==> src/fspc_pkg.sv <==
package fspc_pkg;

	// ==========================================================
	// geometry
	localparam int PAGE_WORDS = 32;
	localparam int OFS_W      = 5;
	localparam int ADDR_W     = 12;
	localparam int DATA_W     = 16;
	localparam int DPAIRS     = 4;

	// ==========================================================
	// register addresses (bank-0 ones answer in either bank)
	localparam logic [7:0] A_ADDR_LO  = 8'h30;
	localparam logic [7:0] A_DATA0_LO = 8'h31;
	localparam logic [7:0] A_BUF_CTL  = 8'h40;
	localparam logic [7:0] A_CONTROL  = 8'h41;
	localparam logic [7:0] A_ADDR_HI  = 8'h42;
	localparam logic [7:0] A_DATA0_HI = 8'h43;

	// ==========================================================
	// control register fields
	localparam int B_WEN_STAT = 7;
	localparam int B_MODE_LSB = 4;
	localparam int B_MODE_CHG = 3;
	localparam int B_WR_CYC   = 2;
	localparam int B_RD_EN    = 1;
	localparam int B_RD_CYC   = 0;
	localparam int B_BUF_CLR  = 0;
	localparam logic [7:0] CONTROL_RST = 8'h00;

	localparam logic [2:0] MODE_WRITE = 3'b000;
	localparam logic [2:0] MODE_ERASE = 3'b001;
	localparam logic [2:0] MODE_READ  = 3'b011;
	localparam logic [2:0] MODE_WEN   = 3'b110;

	// ==========================================================
	// unlock pattern, pairs one to three, low then high
	localparam logic [7:0] UNL_1L = 8'h00;
	localparam logic [7:0] UNL_1H = 8'h04;
	localparam logic [7:0] UNL_2L = 8'h0D;
	localparam logic [7:0] UNL_2H = 8'h09;
	localparam logic [7:0] UNL_3L = 8'hC3;
	localparam logic [7:0] UNL_3H = 8'h40;

	// ==========================================================
	// timing
	localparam int CLK_KHZ          = 100000;
	localparam int WRITE_HOLD_MS    = 2;
	localparam int UNLOCK_WIN_MS    = 1;
	localparam int WRITE_HOLD_CYC   = WRITE_HOLD_MS * CLK_KHZ;
	localparam int UNLOCK_WIN_CYC   = UNLOCK_WIN_MS * CLK_KHZ;
	localparam int CNT_W            = 20;

	// ==========================================================
	// flash array request
	typedef enum logic [1:0] {
		OP_READ  = 2'b00,
		OP_PROG  = 2'b01,
		OP_ERASE = 2'b10
	} fspc_op_e;

	typedef struct packed {
		logic              valid;
		fspc_op_e          op;
		logic [ADDR_W-1:0] addr;
		logic [DATA_W-1:0] wdata;
	} fspc_flash_req_s;

	typedef enum logic [2:0] {
		ST_IDLE   = 3'b000,
		ST_READ   = 3'b001,
		ST_SCAN   = 3'b010,
		ST_PROG   = 3'b011,
		ST_HOLD   = 3'b100,
		ST_ERASE  = 3'b101,
		ST_UNLOCK = 3'b110
	} fspc_state_e;

endpackage

==> src/fspc_top.sv <==
`timescale 1ns/1ps
module fspc_top #(
	parameter int WRITE_HOLD_CYC = fspc_pkg::WRITE_HOLD_CYC,
	parameter int UNLOCK_WIN_CYC = fspc_pkg::UNLOCK_WIN_CYC
) (
	input  wire logic                     clk,         // system clock
	input  wire logic                     rst_b,       // async reset, low
	input  wire logic [7:0]               sfr_addr,    // register address
	input  wire logic                     sfr_bank1,   // access made in bank 1
	input  wire logic                     sfr_wr,      // write strobe
	input  wire logic                     sfr_rd,      // read strobe
	input  wire logic [7:0]               sfr_wdata,   // write data
	output logic [7:0]                    sfr_rdata,   // read data, next cycle
	output fspc_pkg::fspc_flash_req_s     flash_req,   // array request
	input  wire logic                     flash_ack,   // array done, pulse
	input  wire logic [15:0]              flash_rdata  // array read word
);

	// ==========================================================
	// state
	fspc_pkg::fspc_state_e         state_q;
	logic [2:0]                    mode_q;
	logic                          rden_q;
	logic                          frd_q;
	logic                          fwt_q;
	logic                          bwt_q;
	logic                          flash_write_enable_flag_q;
	logic                          buffer_clear_request_q;
	logic [fspc_pkg::OFS_W-1:0]    idx_q;
	logic [fspc_pkg::CNT_W-1:0]    cnt_q;
	logic [fspc_pkg::ADDR_W-1:0]   addr_q;
	logic [7:0]                    dlo_q [fspc_pkg::DPAIRS];
	logic [7:0]                    dhi_q [fspc_pkg::DPAIRS];
	logic [15:0]                   buf_q [fspc_pkg::PAGE_WORDS];
	logic [fspc_pkg::PAGE_WORDS-1:0] bvalid_q;
	logic [7:0]                    rdata_q;
	fspc_pkg::fspc_flash_req_s     req_q;

	// ==========================================================
	// decode
	logic       idle;
	logic       wr_alo;
	logic       wr_ahi;
	logic       wr_ctl;
	logic       wr_bctl;
	logic       rd_done;
	logic       hold_done;
	logic       load_ok;
	logic       pattern_ok;
	logic [3:0] wr_dlo;
	logic [3:0] wr_dhi;
	logic [2:0] wmode;

	assign idle      = (state_q == fspc_pkg::ST_IDLE);
	assign wmode     = sfr_wdata[fspc_pkg::B_MODE_LSB +: 3];
	assign wr_alo    = sfr_wr && (sfr_addr == fspc_pkg::A_ADDR_LO);
	// bank-1 registers only answer when sfr_bank1 is set
	assign wr_ahi    = sfr_wr && sfr_bank1 && (sfr_addr == fspc_pkg::A_ADDR_HI);
	assign wr_ctl    = sfr_wr && sfr_bank1 && (sfr_addr == fspc_pkg::A_CONTROL);
	assign wr_bctl   = sfr_wr && sfr_bank1 && (sfr_addr == fspc_pkg::A_BUF_CTL);
	assign rd_done   = (state_q == fspc_pkg::ST_READ) && flash_ack;
	assign hold_done = (state_q == fspc_pkg::ST_HOLD)
	                   && (cnt_q == fspc_pkg::CNT_W'(WRITE_HOLD_CYC - 1));

	genvar gi;
	generate
		for (gi = 0; gi < fspc_pkg::DPAIRS; gi++) begin : g_dec
			assign wr_dlo[gi] = sfr_wr && (sfr_addr == fspc_pkg::A_DATA0_LO + 8'(gi));
			assign wr_dhi[gi] = sfr_wr && sfr_bank1
			                    && (sfr_addr == fspc_pkg::A_DATA0_HI + 8'(gi));
		end
	endgenerate

	assign load_ok = wr_dhi[0] && flash_write_enable_flag_q && idle
	                 && (addr_q[fspc_pkg::OFS_W-1:0] != 5'h1F);

	assign pattern_ok = (dlo_q[1] == fspc_pkg::UNL_1L) && (dhi_q[1] == fspc_pkg::UNL_1H)
	                 && (dlo_q[2] == fspc_pkg::UNL_2L) && (dhi_q[2] == fspc_pkg::UNL_2H)
	                 && (dlo_q[3] == fspc_pkg::UNL_3L) && (dhi_q[3] == fspc_pkg::UNL_3H);

	// ==========================================================
	// address and data registers
	always_ff @(posedge clk or negedge rst_b) begin
		if (!rst_b) begin
			addr_q <= 12'h000;
			for (int i = 0; i < fspc_pkg::DPAIRS; i++) begin
				dlo_q[i] <= 8'h00;
				dhi_q[i] <= 8'h00;
			end
		end else begin
			if (wr_alo)
				addr_q[7:0] <= sfr_wdata;
			if (wr_ahi)
				addr_q[11:8] <= sfr_wdata[3:0];
			for (int i = 0; i < fspc_pkg::DPAIRS; i++) begin
				if (wr_dlo[i])
					dlo_q[i] <= sfr_wdata;
				if (wr_dhi[i])
					dhi_q[i] <= sfr_wdata;
			end
			if (load_ok)
				addr_q <= addr_q + 12'h001;
			if (rd_done) begin
				dlo_q[0] <= flash_rdata[7:0];
				dhi_q[0] <= flash_rdata[15:8];
			end
		end
	end

	// ==========================================================
	// write buffer
	always_ff @(posedge clk or negedge rst_b) begin
		if (!rst_b) begin
			buffer_clear_request_q <= 1'b0;
		end else if (wr_bctl) begin
			// a software set in the clearing cycle wins over the self-clear
			buffer_clear_request_q <= sfr_wdata[fspc_pkg::B_BUF_CLR];
		end else if (buffer_clear_request_q) begin
			buffer_clear_request_q <= 1'b0;
		end
	end

	always_ff @(posedge clk or negedge rst_b) begin
		if (!rst_b) begin
			bvalid_q <= 32'h0000_0000;
		end else begin
			if (buffer_clear_request_q || hold_done)
				bvalid_q <= 32'h0000_0000;
			if (load_ok)
				bvalid_q[addr_q[fspc_pkg::OFS_W-1:0]] <= 1'b1;
		end
	end

	// data words carry no reset: the valid bits decide what is programmed
	always_ff @(posedge clk) begin
		// word from low and high pair
		if (load_ok)
			buf_q[addr_q[fspc_pkg::OFS_W-1:0]] <= {sfr_wdata, dlo_q[0]};
	end

	// ==========================================================
	// sequencer
	always_ff @(posedge clk or negedge rst_b) begin
		if (!rst_b) begin
			state_q <= fspc_pkg::ST_IDLE;
			mode_q  <= 3'b000;
			rden_q  <= 1'b0;
			frd_q   <= 1'b0;
			fwt_q   <= 1'b0;
			bwt_q   <= 1'b0;
			flash_write_enable_flag_q  <= 1'b0;
			idx_q   <= 5'h00;
			cnt_q   <= 20'h0_0000;
			req_q   <= '0;
		end else begin
			if (wr_ctl && !sfr_wdata[fspc_pkg::B_WEN_STAT])
				flash_write_enable_flag_q <= 1'b0;
			if (wr_ctl)
				rden_q <= sfr_wdata[fspc_pkg::B_RD_EN];
			unique case (state_q)
				fspc_pkg::ST_IDLE: begin
					// non-enable mode change finishes on the next cycle
					if (bwt_q)
						bwt_q <= 1'b0;
					if (wr_ctl) begin
						mode_q <= wmode;
						if (sfr_wdata[fspc_pkg::B_RD_CYC] && rden_q) begin
							frd_q   <= 1'b1;
							state_q <= fspc_pkg::ST_READ;
							req_q   <= '{valid: 1'b1, op: fspc_pkg::OP_READ,
							             addr: addr_q, wdata: 16'h0000};
						end else if (sfr_wdata[fspc_pkg::B_WR_CYC] && flash_write_enable_flag_q
						             && wmode == fspc_pkg::MODE_WRITE) begin
							fwt_q   <= 1'b1;
							idx_q   <= 5'h00;
							state_q <= fspc_pkg::ST_SCAN;
						end else if (sfr_wdata[fspc_pkg::B_WR_CYC] && flash_write_enable_flag_q
						             && wmode == fspc_pkg::MODE_ERASE) begin
							fwt_q   <= 1'b1;
							state_q <= fspc_pkg::ST_ERASE;
							req_q   <= '{valid: 1'b1, op: fspc_pkg::OP_ERASE,
							             addr: {addr_q[11:5], 5'h00}, wdata: 16'h0000};
						end else if (sfr_wdata[fspc_pkg::B_MODE_CHG]) begin
							bwt_q <= 1'b1;
							cnt_q <= 20'h0_0000;
							if (wmode == fspc_pkg::MODE_WEN)
								state_q <= fspc_pkg::ST_UNLOCK;
						end
					end
				end
				fspc_pkg::ST_READ: begin
					if (flash_ack) begin
						req_q.valid <= 1'b0;
						frd_q       <= 1'b0;
						state_q     <= fspc_pkg::ST_IDLE;
					end
				end
				fspc_pkg::ST_SCAN: begin
					if (bvalid_q[idx_q]) begin
						req_q   <= '{valid: 1'b1, op: fspc_pkg::OP_PROG,
						             addr: {addr_q[11:5], idx_q}, wdata: buf_q[idx_q]};
						state_q <= fspc_pkg::ST_PROG;
					end else if (idx_q == 5'h1F) begin
						cnt_q   <= 20'h0_0000;
						state_q <= fspc_pkg::ST_HOLD;
					end else begin
						idx_q <= idx_q + 5'h01;
					end
				end
				fspc_pkg::ST_PROG: begin
					if (flash_ack) begin
						req_q.valid <= 1'b0;
						if (idx_q == 5'h1F) begin
							cnt_q   <= 20'h0_0000;
							state_q <= fspc_pkg::ST_HOLD;
						end else begin
							idx_q   <= idx_q + 5'h01;
							state_q <= fspc_pkg::ST_SCAN;
						end
					end
				end
				fspc_pkg::ST_HOLD: begin
					if (hold_done) begin
						fwt_q   <= 1'b0;
						state_q <= fspc_pkg::ST_IDLE;
					end else begin
						cnt_q <= cnt_q + 20'h0_0001;
					end
				end
				fspc_pkg::ST_ERASE: begin
					if (flash_ack) begin
						req_q.valid <= 1'b0;
						fwt_q       <= 1'b0;
						state_q     <= fspc_pkg::ST_IDLE;
					end
				end
				fspc_pkg::ST_UNLOCK: begin
					if (pattern_ok) begin
						flash_write_enable_flag_q  <= 1'b1;
						bwt_q   <= 1'b0;
						state_q <= fspc_pkg::ST_IDLE;
					end else if (cnt_q == fspc_pkg::CNT_W'(UNLOCK_WIN_CYC - 1)) begin
						bwt_q   <= 1'b0;
						state_q <= fspc_pkg::ST_IDLE;
					end else begin
						cnt_q <= cnt_q + 20'h0_0001;
					end
				end
				default: begin
					state_q <= fspc_pkg::ST_IDLE;
				end
			endcase
		end
	end

	// ==========================================================
	// register read port
	logic [7:0] rmux;

	always_comb begin
		rmux = 8'h00;
		if (sfr_addr == fspc_pkg::A_ADDR_LO)
			rmux = addr_q[7:0];
		for (int i = 0; i < fspc_pkg::DPAIRS; i++) begin
			if (sfr_addr == fspc_pkg::A_DATA0_LO + 8'(i))
				rmux = dlo_q[i];
			if (sfr_bank1 && sfr_addr == fspc_pkg::A_DATA0_HI + 8'(i))
				rmux = dhi_q[i];
		end
		if (sfr_bank1) begin
			unique case (sfr_addr)
				fspc_pkg::A_ADDR_HI: rmux = {4'h0, addr_q[11:8]};
				fspc_pkg::A_CONTROL: rmux = {flash_write_enable_flag_q, mode_q, bwt_q, fwt_q, rden_q, frd_q};
				fspc_pkg::A_BUF_CTL: rmux = {7'h00, buffer_clear_request_q};
				default: ;
			endcase
		end
	end

	always_ff @(posedge clk or negedge rst_b) begin
		if (!rst_b)
			rdata_q <= 8'h00;
		else if (sfr_rd)
			rdata_q <= rmux;
	end

	assign sfr_rdata = rdata_q;
	assign flash_req = req_q;

endmodule // fspc_top

==> config.mk <==
export PLATFORM = sky130hd
export DESIGN_NAME = fspc_top
export DESIGN_NICKNAME = d
export VERILOG_FILES = /design/src/fspc_pkg.sv /design/src/fspc_top.sv
export SDC_FILE = /design/constraint.sdc
export NUM_CORES = 1
export LEC_CHECK = 0
export BUFFER_PORTS_ARGS = -buffer_cell sky130_fd_sc_hd__buf_2
export CAP_MARGIN = 0
export CORE_MARGIN = 5
export CORE_UTILIZATION = 45
export CTS_CLUSTER_SIZE = 30
export DETAILED_ROUTE_END_ITERATION = 8
export MAX_ROUTING_LAYER = met4
export PLACE_DENSITY = 0.75
export SLEW_MARGIN = 20
export SYNTH_ARGS = -nofsm -noshare
export SYNTH_HDL_FRONTEND = slang
export SYNTH_SLANG_ARGS = --single-unit
==> constraint.sdc <==
create_clock -name clk -period 2.7 [get_ports clk]
set_input_delay 0.27 -clock clk [delete_from_list [all_inputs] [get_ports clk]]
set_output_delay 0.27 -clock clk [all_outputs]
set_load 0.005 [all_outputs]
Word-level counts from Yosys, hierarchy flattened
Memories as Yosys holds them, arrays and structs flattened.
Index checks and enable logic that the tools add are counted.
{"block": "op_classes", "muxes": 89, "reduce_logical": 60, "n_div": 0, "eq_ne": 54, "shifts": 0, "n_addsub": 3, "mul": 0, "magnitude_cmp": 3, "bitwise": 1}
{"cell": "$mux 20", "n": 11}
{"cell": "$mux 31", "n": 5}
{"cell": "$mux 8", "n": 15}
{"cell": "$pmux 20 s5", "n": 1}
{"cell": "$eq 8x7->1 const B", "n": 8}
{"cell": "$mux 32", "n": 2}
{"cell": "$pmux 30 s2", "n": 1}
{"cell": "$mux 3", "n": 14}
{"cell": "$eq 8x6->1 const B", "n": 5}
{"cell": "$logic_and 1x1->1", "n": 33}
{"cell": "$or 32x32->32", "n": 1}
{"cell": "$mux 5", "n": 6}
{"cell": "$ne 2x2->1 const B", "n": 13}
{"cell": "$pmux 8 s3", "n": 1}
{"cell": "$mux 1", "n": 23}
{"cell": "$add 20x1->20 const B", "n": 1}
{"cell": "$eq 20x17->1 const B", "n": 1}
{"cell": "$eq 20x18->1 const B", "n": 1}
{"cell": "$pmux 3 s6", "n": 1}
{"cell": "$reduce_and 6->1", "n": 3}
{"cell": "$eq 8x4->1 const B", "n": 2}
{"cell": "$pmux 5 s3", "n": 1}
{"cell": "$reduce_bool 2->1", "n": 7}
{"cell": "$add 12x1->12 const B", "n": 1}
{"cell": "34 further kinds", "n": 53}
{"block": "totals", "memories": 1, "wordCells": 237, "output_inout_bits": 39, "ff_bits": 184, "latch_bits": 0, "ram_bits": 512, "in_bits": 38, "rom_bits": 0}
{"memory": "buf_q", "words": 32, "word_bits": 16, "rd": 1, "rd_ports_with_merged_regs": 0, "write_ports": 1, "line_no": "fspc_top.sv:34", "source": "logic [15:0] buf_q [fspc_pkg::PAGE_WORDS];"}

Logic depth before layout (Yosys ltp)
Gate-level depths: netlist (run 1).
{"block": "logic_depth", "ltp_word": 12, "ltp_mapped": 13, "mapped_depth_nobuf": 10}

Least setup slack after synthesis (run 1)
No wires, ideal clock.
{"block": "synth_path", "path_kind": "in2reg", "start": "in sfr_addr[5]", "end": "mem buf_q[11][0] (enable)", "setup_ps": 390, "path_stages": 8, "n_path_buf": 2, "path_slack_ps": -447, "arrival_time_ps": 2757, "path_cell_list": "or4b_4 -> buf_6 -> nor4_4 -> nand2_4 -> nor2_4 -> buf_4 -> nand2_2 -> nor2_1"}
{"block": "synth_between", "elab_chain_cells": 7}
{"item": "start: declaration", "line_no": "fspc_top.sv:8", "source": "input wire logic [7:0] sfr_addr,"}
{"item": "$eq 8x7->1", "line_no": "fspc_top.sv:70", "source": "&& (sfr_addr == fspc_pkg::A_DATA0_HI + 8'(gi));"}
{"item": "$logic_and 1x1->1", "line_no": "fspc_top.sv:70"}
{"item": "$logic_and 1x1->1 (2 in a row)", "line_no": "fspc_top.sv:74", "source": "assign load_ok = wr_dhi[0] && flash_write_enable_flag_q && idle"}
{"item": "$logic_and 1x1->1", "line_no": "fspc_top.sv:75", "source": "&& (addr_q[fspc_pkg::OFS_W-1:0] != 5'h1F);"}
{"item": "$mux 1", "line_no": "fspc_top.sv:137", "source": "if (load_ok)"}
{"item": "$mux 1 (implied by the code)", "line_no": "fspc_top.sv:138", "source": "buf_q[addr_q[fspc_pkg::OFS_W-1:0]] <= {sfr_wdata, dlo_q[0]};"}
{"item": "end: declaration", "line_no": "fspc_top.sv:34"}
Every way passes these cells.

Worst setup path in the final report (run 1)
{"block": "layout_path", "start": "reg idx_q[1] (netlist bit)", "end": "reg req_q (netlist bit flash_req[10])"}
{"block": "layout_between", "elab_chain_cells": 4}
{"item": "start: declaration", "line_no": "fspc_top.sv:29", "source": "logic [fspc_pkg::OFS_W-1:0] idx_q;"}
{"item": "start signal: assignment", "line_no": "fspc_top.sv:207", "source": "idx_q <= idx_q + 5'h01;"}
{"item": "start signal: assignment", "line_no": "fspc_top.sv:217", "source": "idx_q <= idx_q + 5'h01;"}
{"item": "$bmux 1 s5", "line_no": "fspc_top.sv:199", "source": "if (bvalid_q[idx_q]) begin"}
{"item": "$mux 1 (implied by the code)", "line_no": "fspc_top.sv:199"}
{"item": "$ne 2x2->1 (no source line)"}
{"item": "$reduce_and 5->1 (no source line)"}
{"item": "end signal: assignment", "line_no": "fspc_top.sv:170", "source": "req_q <= '{valid: 1'b1, op: fspc_pkg::OP_READ,"}
{"item": "end signal: assignment", "line_no": "fspc_top.sv:181", "source": "req_q <= '{valid: 1'b1, op: fspc_pkg::OP_ERASE,"}
{"item": "end signal: assignment", "line_no": "fspc_top.sv:200", "source": "req_q <= '{valid: 1'b1, op: fspc_pkg::OP_PROG,"}
{"item": "end: declaration", "line_no": "fspc_top.sv:37", "source": "fspc_pkg::fspc_flash_req_s req_q;"}
Several ways; a longest one is shown, not always the timed one. The select of a mux whose other input is x is not followed.
A chain may end at the register's enable or synchronous reset.

==> reports/metrics.yaml, run 1 <==
floorplan:
  die_h_um: 263
  pin_count: 77
  die_area_um2: 68900
  core_um2: 63100
  fp.dieW_um: 263
  placementRows: 92
  start_util_pct: 45.5
setup_path:
  crit_chain: "buf_12 > buf_12 > mux4_2 > mux4_2 > mux2i_1 > o2bb2ai_1"
  cp_num_buf_inv: 2
  worstPathMaxFanout: 74
  rr_endpoint: "flash_req[10]$_DFFE_PN0P_"
  slowest_delay_ns: 0.51
  reg2reg_depth: 6
  rr_startpoint: "idx_q[1]$_DFFE_PN0P_"
  criticalPathCategory: "reg -> reg"
  cp_top_family: "multiplexers"
  crit_required_ns: 3.19
  end_kind: "register"
  slowest_stage: "mux4_2"
  ff2ff_setup_slack_ns: 0.12
  worstSetupStartpointType: "register"
  critical_path_arrival_ns: 3.07
placed_design:
  place.gp.congestion: 0.934
  placed_cells: 2615
  portBuffers: 76
  placed_area_um2: 31500
  dp.final_hpwl_um: 45400
power:
  fin_total_pwr_w: 0.0313
  pwr_density_cell_nw_per_um2: 919
  ir_worst_vdd_v: 0.000609
  p_leak_nw: 12.6
clocking:
  cts-root-buf: "clkbuf_16"
  clock_path_buffers: 3
  numCtsBuffers: 70
  htreeDepth: 3
  cts_num_sinks: 696
  tritoncts: "built"
  clock_latency_ns: 0.61
  clk_pin_slew_ns: 0.06
status:
  status: "complete, no violations"
routing:
  viasPerCell: 6.08
  ant_nets: 0
  wl_per_cell_um: 26.8
  drt-initial-drc-count: 1911
  route.detailed.drc: 0
  via_count: 16781
  highest_layer: "met4"
  dr.pass1.iters: 5
  routed-wl-met3_um: 7010
  totalWireLength_um: 73900
  wl_met2_um: 35400
  m1WireLength_um: 29300
cells_and_area:
  final_cell_mix: "edfxtp_1, dfrtp_1, mux4_2"
  antenna_cells: 0
  fin_area_um2: 34000
  instances_no_fill: 2762
  drive_gt1_share_pct: 30.4
  area_growth_syn_to_layout_pct: 18.5
  nets: 1910
  layout_commonest_cell: "edfxtp_1"
logic_synthesis:
  syn_area_um2: 28700
  synth_nets: 1704
  synth.area.top_cells: "edfxtp_1, dfrtp_1, mux4_2"
  ys_ff_latch: 696
  yosys.area.top_type: "edfxtp_1"
  syn_inst: 1658
  ys_warn_count: 0
  synth.distinct_cells: 76
  synth_top_area_share_pct: 53.6
  synth-async-reset-ratio_pct: 26.4
  synth-edff-count: 512
  yosysSeqAreaShare_pct: 69.6
  ys.flop_type: "edfxtp_1"
  syn_area_per_cell_um2: 17.3
grt:
  overflow: 0
  grt_usage_pct: 21.8
  grt_pass1_vias: 17258
  antenna_found_initial: 4
  grt_max_degree: 75
  grt_pass1_wl_um: 111000
hold_path:
  min_to: "state_q[0]$_DFFE_PN0P_"
  hp-class: "in -> reg"
  min_path_cells: 4
  min-delay-start: "flash_ack"
sta:
  clock.fmax_mhz: 387
  fin_skew_ns: 0.0331
  finalSetupViolations: 0
  drv_slew: 0
  min_period_ns: 2.58
  finalCritPeriodShare_pct: 95.7
  slew_headroom_pct: 32.3
  rsz0062_at_grt: "no"
  holdWs_ns: 0.0625
  finalHoldViolCount: 0
  worst_pin_slew_ns: 1.02
job:
  drv_cap: 0
==> synth_stat cells, types with 3 or more instances <==
library cell / count
edfxtp_1: 512
dfrtp_1: 184
mux4_2: 160
nand2_1: 106
nor2_1: 75
clkbuf_1: 61
o21ai_0: 60
mux2_2: 56
mux2i_1: 53
a21o_1: 36
nand3_1: 35
a21oi_1: 24
inv_1: 23
o2bb2ai_1: 19
nor3_1: 17
buf_2: 15
and3_1: 14
nor4_1: 13
a221o_1: 11
nor2b_1: 11
o22a_1: 11
a221oi_1: 10
a22oi_1: 10
o22ai_1: 10
a31oi_1: 9
ha_1: 8
nor4b_1: 8
a211oi_1: 7
buf_1: 7
nand4_1: 7
o31ai_1: 6
a211o_1: 4
a22o_1: 4
nor4bb_1: 4
or3_1: 4
a21bo_2: 3
a41oi_1: 3
o211ai_1: 3
o21a_1: 3
or2_2: 3
==> power by group <==
group          leakage [nW]  switching (W)  internal [W]
clock network          1.11        0.00401       0.00573
registers              7.08       0.000496        0.0125
logic                  4.37        0.00468       0.00385
==> layer usage <==
metal / global-route usage [%] / vias up
met1: 29.5 / 8736
met4: 6.12 / 0
met2: 33.8 / 830
met3: 5.01 / 129
li1: - / 7086
met5: - / -
==> area by class of cell <==
cell class / count / area (µm²)
Fill cell: 4939 / 29100
Sequential cell: 696 / 20000
Multi-Input combinational cell: 852 / 8500
Timing Repair Buffer: 219 / 2080
Clock buffer: 89 / 1880
Tap cell: 846 / 1060
Clock inverter: 35 / 420
Inverter: 25 / 93.8
==> logic make-up (layout without fill, tap and decap cells) <==
| group | after synthesis | after routing | synth area share [%] |
|---|---|---|---|
| DFF | 696 | 696 | 69.6 |
| muxes | 270 | 270 | 16.6 |
| adders and majority gates | 8 | 8 | 0.349 |
| and+or+nand+nor | 323 | 323 | 5.67 |
| AOI/OAI and AO/OA | 250 | 251 | 6.16 |
| buffers and inverters | 111 | 368 | 1.57 |
==> tightest hold or removal path, delay by kind of cell <==
kind                   cells  cell delay [ns]
buffers and inverters      1             0.13
and+or+nand+nor            3             0.22
==> registers in the layout (all words and copies together), names as in the netlist <==
signal,count
buffer_clear_request_q,1
idx_q,5
sfr_rdata,8
fwt_q,1
bwt_q,1
dhi_q,32
state_q,3
flash_req,31
bvalid_q,32
frd_q,1
addr_q,12
flash_write_enable_flag_q,1
buf_q,512
rden_q,1
cnt_q,20
mode_q,3
dlo_q,32
==> worst max-delay path by stage <==
stage                                     from                   endpoint  slack [ns]  depth (start not counted)
final                     idx_q[1]$_DFFE_PN0P_  flash_req[10]$_DFFE_PN0P_        0.12                          6
after global routing      idx_q[1]$_DFFE_PN0P_       cnt_q[4]$_DFFE_PN0P_        0.03                         10
after CTS                 idx_q[1]$_DFFE_PN0P_       cnt_q[4]$_DFFE_PN0P_        0.04                         10
after detailed placement           sfr_addr[5]       cnt_q[4]$_DFFE_PN0P_       -0.11                          8
after global placement             sfr_addr[5]      cnt_q[10]$_DFFE_PN0P_       -0.03                          8
after floorplan                    sfr_addr[5]     buf_q[24][0]$_DFFE_PP_       -0.17                          7
==> metrics by stage <==
| step | util, % | setup TNS, ns | setup slack (ns) |
|---|---|---|---|
| 4_1_cts | 53.9 | 0 | 0.0423 |
| 5_1_grt | 53.9 | 0 | 0.0251 |
| 3_5_place_dp | 49.9 | -0.213 | -0.109 |
| 2_1_floorplan | - | -49.51 | -0.174 |
| 3_3_place_gp | 49.9 | -0.0530 | -0.0274 |
| 6_report | 53.9 | 0 | 0.116 |
==> what timing repair did <==
action | CTS | global route
buffers inserted | 0 | 2
gates cloned | 0 | 1
endpoints found under the setup margin | 2 | 10
resized for setup | 1 | 4
hold endpoints to repair | 80 | 0
hold buffers | 20 | 0
pin swaps | 0 | 1
Note: power is estimated with default switching activity, not from simulation.
==> run 2: changes to the inputs <==
Settings changed: RECOVER_POWER set to 25.
==> run 2 against run 1 <==
Compared with the run above: sequential cell count unchanged; via count down 0.36%; fmax down 0.46%; worst setup slack worse by 0.012 ns; combinational power about the same; sequential power about the same; count of clock-buffer cells in the layout unchanged; clock power about the same; critical path depth unchanged; die area unchanged; worst hold slack about the same; register-to-register slack about the same; the flow now finishes with violations (capacitance limit, slew limit).
==> reports/metrics.yaml, run 2 (synthesis results as in run 1) <==
status:
  status: "finished with violations"  # was complete, no violations
  violations: "capacitance limit, slew limit"
floorplan:
  die_h_um: 263  # unchanged
  die_area_um2: 68900  # unchanged
  core_um2: 63100  # unchanged
  pin_count: 77  # unchanged
  placementRows: 92  # unchanged
  start_util_pct: 45.5  # unchanged
  fp.dieW_um: 263  # unchanged
setup_path:
  criticalPathCategory: "reg -> reg"  # unchanged
  end_kind: "register"  # unchanged
  critical_path_arrival_ns: 3.08  # was 3.07 ns
  worstSetupStartpointType: "register"  # unchanged
  reg2reg_depth: 6  # unchanged
  worstPathMaxFanout: 74  # unchanged
  crit_required_ns: 3.19  # about the same
hold_path:
  min_path_cells: 4  # unchanged
  hp-class: "in -> reg"  # unchanged
clocking:
  htreeDepth: 3  # unchanged
  clock_path_buffers: 3  # unchanged
  numCtsBuffers: 70  # unchanged
  clk_pin_slew_ns: 0.06  # about the same
  cts-root-buf: "clkbuf_16"  # unchanged
  clock_latency_ns: 0.61  # about the same
  cts_num_sinks: 696  # unchanged
  tritoncts: "built"  # unchanged
sta:
  clock.fmax_mhz: 385  # was 387 MHz
  holdWs_ns: 0.0630  # was 0.0625 ns
  rsz0062_at_grt: "no"  # unchanged
  finalHoldViolCount: 0  # unchanged
  fin_skew_ns: 0.0306  # was 0.0331 ns
  slew_headroom_pct: -66.4  # was 32.3%
  finalCritPeriodShare_pct: 96.1  # was 95.7%
  worst_pin_slew_ns: 2.50  # was 1.02 ns
  drv_slew: 316  # was 0
  finalWorstSetupSlack_ns: 0.104  # was 0.116 ns
  finalSetupViolations: 0  # unchanged
  min_period_ns: 2.60  # was 2.58 ns
power:
  p_leak_nw: 12.5  # was 12.6 nW
  ir_worst_vdd_v: 0.000607  # was 0.000609 V
  pwr_density_cell_nw_per_um2: 921  # was 919 nW/µm²
routing:
  viasPerCell: 6.05  # was 6.08
  totalWireLength_um: 73700  # was 73900 µm
  via_count: 16720  # was 16.8k
  ant_nets: 0  # unchanged
  wl_per_cell_um: 26.7  # was 26.8 µm
  route.detailed.drc: 0  # unchanged
  dr.pass1.iters: 5  # unchanged
  drt-initial-drc-count: 1939  # was 1911
grt:
  grt_max_degree: 75  # unchanged
  grt_pass1_wl_um: 111000  # unchanged
  grt_usage_pct: 21.8  # unchanged
  overflow: 0  # unchanged
  grt_pass1_vias: 17258  # unchanged
  antenna_found_initial: 5  # was 4
cells_and_area:
  largest_reg_flops: 512  # unchanged
  final_cell_mix: "edfxtp_1, dfrtp_1, mux4_2"  # unchanged
  n_fill_cell: 4948  # was 4939
  drive_gt1_share_pct: 29.5  # was 30.4%
  antenna_cells: 0  # unchanged
  layout_commonest_cell: "edfxtp_1"  # unchanged
  area_growth_syn_to_layout_pct: 18.3  # was 18.5%
  nets: 1910  # unchanged
placed_design:
  dp.final_hpwl_um: 45400  # unchanged
  place.gp.congestion: 0.934  # unchanged
  place_ws_ns: -0.109  # unchanged
  portBuffers: 76  # unchanged
job:
  drv_cap: 7  # was 0
## run 2: changes by cell type in the layout (fill, tap and decap cells not counted)
cell      before  now
buf_2         75   67
buf_4         78   68
clkbuf_2       0    2
clkbuf_1      13   30
clkbuf_8       7    6
## run 2: worst max-delay path, stage by stage (launching register included)
cell,delay (ns)
dfrtp_4,0.45
buf_12,0.24
buf_12,0.42
mux4_2,0.39
mux4_2,0.52
mux2i_1,0.28
o2bb2ai_1,0.12
## run 2: metal layers
metal | routed length, µm | global-route usage, % | vias up | share of wire [%]
met5 | 0 | - | - | 0
met3 | 7380 | 5.01 | 128 | 10
met2 | 35300 | 33.8 | 826 | 48
li1 | - | - | 7089 | -
met1 | 28900 | 29.5 | 8677 | 39
met4 | 2130 | 6.12 | 0 | 2.9
## run 2: repair_timing
item                       4_1_cts  5_1_grt
setup endpoints to repair        2       10
gates resized for setup          1        4
buffers inserted                 0        2
hold buffers                    20        0
cloned                           0        1
pin swaps                        0        1
hold endpoints to repair        80        0
## run 2: area by class of cell
cell class | instances | area, µm² | area share [%]
sequential | 696 | 20000 | 58.9
clock inverter | 35 | 420 | 1.24
timing repair buffer | 219 | 2020 | 5.95
multi-input combinational | 852 | 8500 | 25.0
clock buffer | 89 | 1880 | 5.54
tap | 846 | 1060 | 3.12
inverter | 25 | 93.8 | 0.276
## run 2: metrics by stage
| stage | cell area, µm² | cells | util [%] | setup TNS (ns) | power (W) |
|---|---|---|---|---|---|
| floorplan | 28900 | 1658 | - | -49.51 | 0.0183 |
| global placement | 31500 | 2615 | 49.9 | -0.0530 | 0.0214 |
| detailed placement | 31500 | 2615 | 49.9 | -0.213 | 0.0216 |
| CTS | 34000 | 2759 | 53.9 | 0 | 0.0313 |
| global route | 34000 | 2762 | 53.8 | 0 | 0.0325 |
| finish | 34000 | 2762 | 53.8 | 0 | 0.0313 |
## run 2: report_power, final
group | switching, W | leakage [nW] | internal [W] | total [W]
Clock | 0.00402 | 1.11 | 0.00573 | 0.00975
Sequential | 0.000493 | 7.08 | 0.0125 | 0.0130
Combinational | 0.00467 | 4.31 | 0.00383 | 0.00850
Total | 0.00919 | 12.5 | 0.0221 | 0.0313
## run 2: worst paths after layout
check	from	end	slack, ns
max	idx_q[1]$_DFFE_PN0P_	flash_req[10]$_DFFE_PN0P_	0.10
min	flash_ack	state_q[0]$_DFFE_PN0P_	0.06
max reg2reg	idx_q[1]$_DFFE_PN0P_	flash_req[10]$_DFFE_PN0P_	0.10
min reg2reg	bvalid_q[13]$_DFF_PN0_	bvalid_q[13]$_DFF_PN0_	0.47
max in group asynchronous	rst_b	idx_q[0]$_DFFE_PN0P_	0.71
min in group asynchronous	rst_b	cnt_q[19]$_DFFE_PN0P_	0.68
==> run 3: changes to the inputs <==
Settings changed: CELL_PAD_IN_SITES_DETAIL_PLACEMENT set to 0, CELL_PAD_IN_SITES_GLOBAL_PLACEMENT set to 1, CORE_UTILIZATION 45 to 35, PLACE_DENSITY 0.75 to 0.7, TNS_END_PERCENT set to 20.
==> run 3 against run 2 <==
Compared with the run above: the run still ends with capacitance limit, slew limit left; die area up 27%; final area up 1.2%; via count down 1.4%; worst setup slack worse by 0.034 ns; sequential power about the same; final cell count up 8.4%; first-iteration DRC count down 13%; critical endpoint is now flash_req[3]$_DFFE_PN0P_; largest cell class unchanged; highest routed layer unchanged.
==> reports/metrics.yaml, run 3 (synthesis results as in run 1) <==
floorplan:
  pin_count: 77  # unchanged
  fp.dieW_um: 296  # was 263 µm
  placementRows: 105  # was 92
  die_h_um: 296  # was 263 µm
  die_area_um2: 87900  # was 68900 µm²
  start_util_pct: 35.1  # was 45.5%
  core_um2: 81700  # was 63100 µm²
cells_and_area:
  largest_reg_flops: 512  # unchanged
  post-route-util_pct: 42.1  # was 53.8%
  multi_input_area_um2: 8500  # about the same
  seq_area_um2: 20000  # unchanged
  final_cell_mix: "edfxtp_1, dfrtp_1, mux4_2"  # unchanged
  drive_gt1_share_pct: 29.9  # was 29.5%
  area_growth_syn_to_layout_pct: 19.7  # was 18.3%
  n_fill_cell: 7281  # was 4948
  nets: 1915  # was 1910
  fin_area_um2: 34400  # was 34000 µm²
  layout_commonest_cell: "edfxtp_1"  # unchanged
clocking:
  tritoncts: "built"  # unchanged
  clock_path_buffers: 3  # unchanged
  cts_num_sinks: 696  # unchanged
  clock_latency_ns: 0.62  # was 0.61 ns
  clk_pin_slew_ns: 0.06  # about the same
  cts-root-buf: "clkbuf_16"  # unchanged
  postCtsSetupRepairBufs: 0  # unchanged
  numCtsBuffers: 70  # unchanged
  htreeDepth: 3  # unchanged
sta:
  drv_slew: 390  # was 316
  min_period_ns: 2.63  # was 2.60 ns
  clock.fmax_mhz: 380  # was 385 MHz
  worst_pin_slew_ns: 2.47  # was 2.50 ns
  slew_headroom_pct: -64.9  # was -66.4%
  finalSetupViolations: 0  # unchanged
  finalHoldViolCount: 0  # unchanged
  fin_tns_setup_ns: 0  # unchanged
  fin_skew_ns: 0.0287  # was 0.0306 ns
  finalWorstSetupSlack_ns: 0.0700  # was 0.104 ns
  finalCritPeriodShare_pct: 97.4  # was 96.1%
  rsz0062_at_grt: "no"  # unchanged
power:
  p_leak_nw: 12.6  # was 12.5 nW
  pwr_density_cell_nw_per_um2: 898  # was 921 nW/µm²
  fin_total_pwr_w: 0.0309  # was 0.0313 W
  ir_worst_vdd_v: 0.000509  # was 0.000607 V
routing:
  dr.pass1.iters: 5  # unchanged
  wl_per_cell_um: 25.5  # was 26.7 µm
  route.detailed.drc: 0  # unchanged
  drt-initial-drc-count: 1687  # was 1939
  via_count: 16486  # was 16.7k
  ant_nets: 0  # unchanged
  totalWireLength_um: 76300  # was 73700 µm
  viasPerCell: 5.50  # was 6.05
grt:
  grt_pass1_wl_um: 113000  # was 111000 µm
  antenna_found_initial: 2  # was 5
  grt_usage_pct: 17.9  # was 21.8%
  grt_max_degree: 62  # was 75
  grt_pass1_vias: 17064  # was 17.3k
  overflow: 0  # unchanged
setup_path:
  crit_required_ns: 3.19  # about the same
  criticalPathCategory: "reg -> reg"  # unchanged
  end_kind: "register"  # unchanged
  critical_path_arrival_ns: 3.12  # was 3.08 ns
  worstPathMaxFanout: 37  # was 74
  worstSetupStartpointType: "register"  # unchanged
placed_design:
  portBuffers: 76  # unchanged
  place_ws_ns: -0.121  # was -0.109 ns
  placed_area_um2: 31800  # was 31500 µm²
  place.gp.congestion: 0.862  # was 0.934
  dp.final_hpwl_um: 46300  # was 45400 µm
job:
  drv_cap: 9  # was 7
status:
  status: "finished with violations"  # unchanged
  violations: "capacitance limit, slew limit"  # unchanged
hold_path:
  hp-class: "in -> reg"  # unchanged
[run 3: final timing paths]
path | cells past startpoint | startpoint | endpoint | slack, ns
setup / recovery | 7 | idx_q[1]$_DFFE_PN0P_ | flash_req[3]$_DFFE_PN0P_ | 0.07
hold / removal | 4 | flash_ack | state_q[0]$_DFFE_PN0P_ | 0.04
setup reg to reg | 7 | idx_q[1]$_DFFE_PN0P_ | flash_req[3]$_DFFE_PN0P_ | 0.07
hold reg to reg | 1 | bvalid_q[21]$_DFF_PN0_ | bvalid_q[21]$_DFF_PN0_ | 0.48
max in group asynchronous | 2 | rst_b | idx_q[0]$_DFFE_PN0P_ | 0.67
min in group asynchronous | 2 | rst_b | cnt_q[7]$_DFFE_PN0P_ | 0.72
[run 3: through the flow]
stage | hold slack [ns] | cells
6_report | 0.0447 | 2995
5_1_grt | 0.0825 | 2994
4_1_cts | 0.00345 | 2991
3_5_place_dp | 0.321 | 2844
3_3_place_gp | 0.313 | 2844
2_1_floorplan | -0.0256 | 1658
[run 3: what timing repair did]
action	in CTS	in global routing
cloned	0	3
endpoints found under the hold margin	77	0
hold buffers	20	0
setup endpoints to repair	16	46
gates resized for setup	4	11
[run 3: area by class of cell]
type,instances,share of cell area [%]
sequential,696,58.2
multi-input combinational,851,24.7
timing repair buffer,225,6.31
clock buffer,96,5.77
tap,1070,3.90
clock inverter,31,0.863
inverter,25,0.273
antenna,1,0.00728
[run 3: critical path, cell delays in order (launching register included)]
cell       delay (ns)
dfrtp_4          0.43
buf_12           0.29
buf_16           0.26
buf_12           0.25
mux4_2           0.34
mux4_2           0.51
mux2i_1          0.28
o2bb2ai_1        0.11
[run 3: report_power, final]
group	internal, W	total (W)	switching [W]
clock	0.00548	0.00957	0.00409
combinational	0.00383	0.00832	0.00450
sequential	0.0125	0.0130	0.000428
total	0.0218	0.0309	0.00902
[run 3: metal layers]
metal / vias to the layer above / track usage, % / wire length, µm
met2: 644 / 27.7 / 36400
met3: 100 / 3.39 / 5400
met1: 8630 / 24.6 / 32700
met5: - / - / 0
met4: 0 / 4.74 / 1790
li1: 7112 / - / -
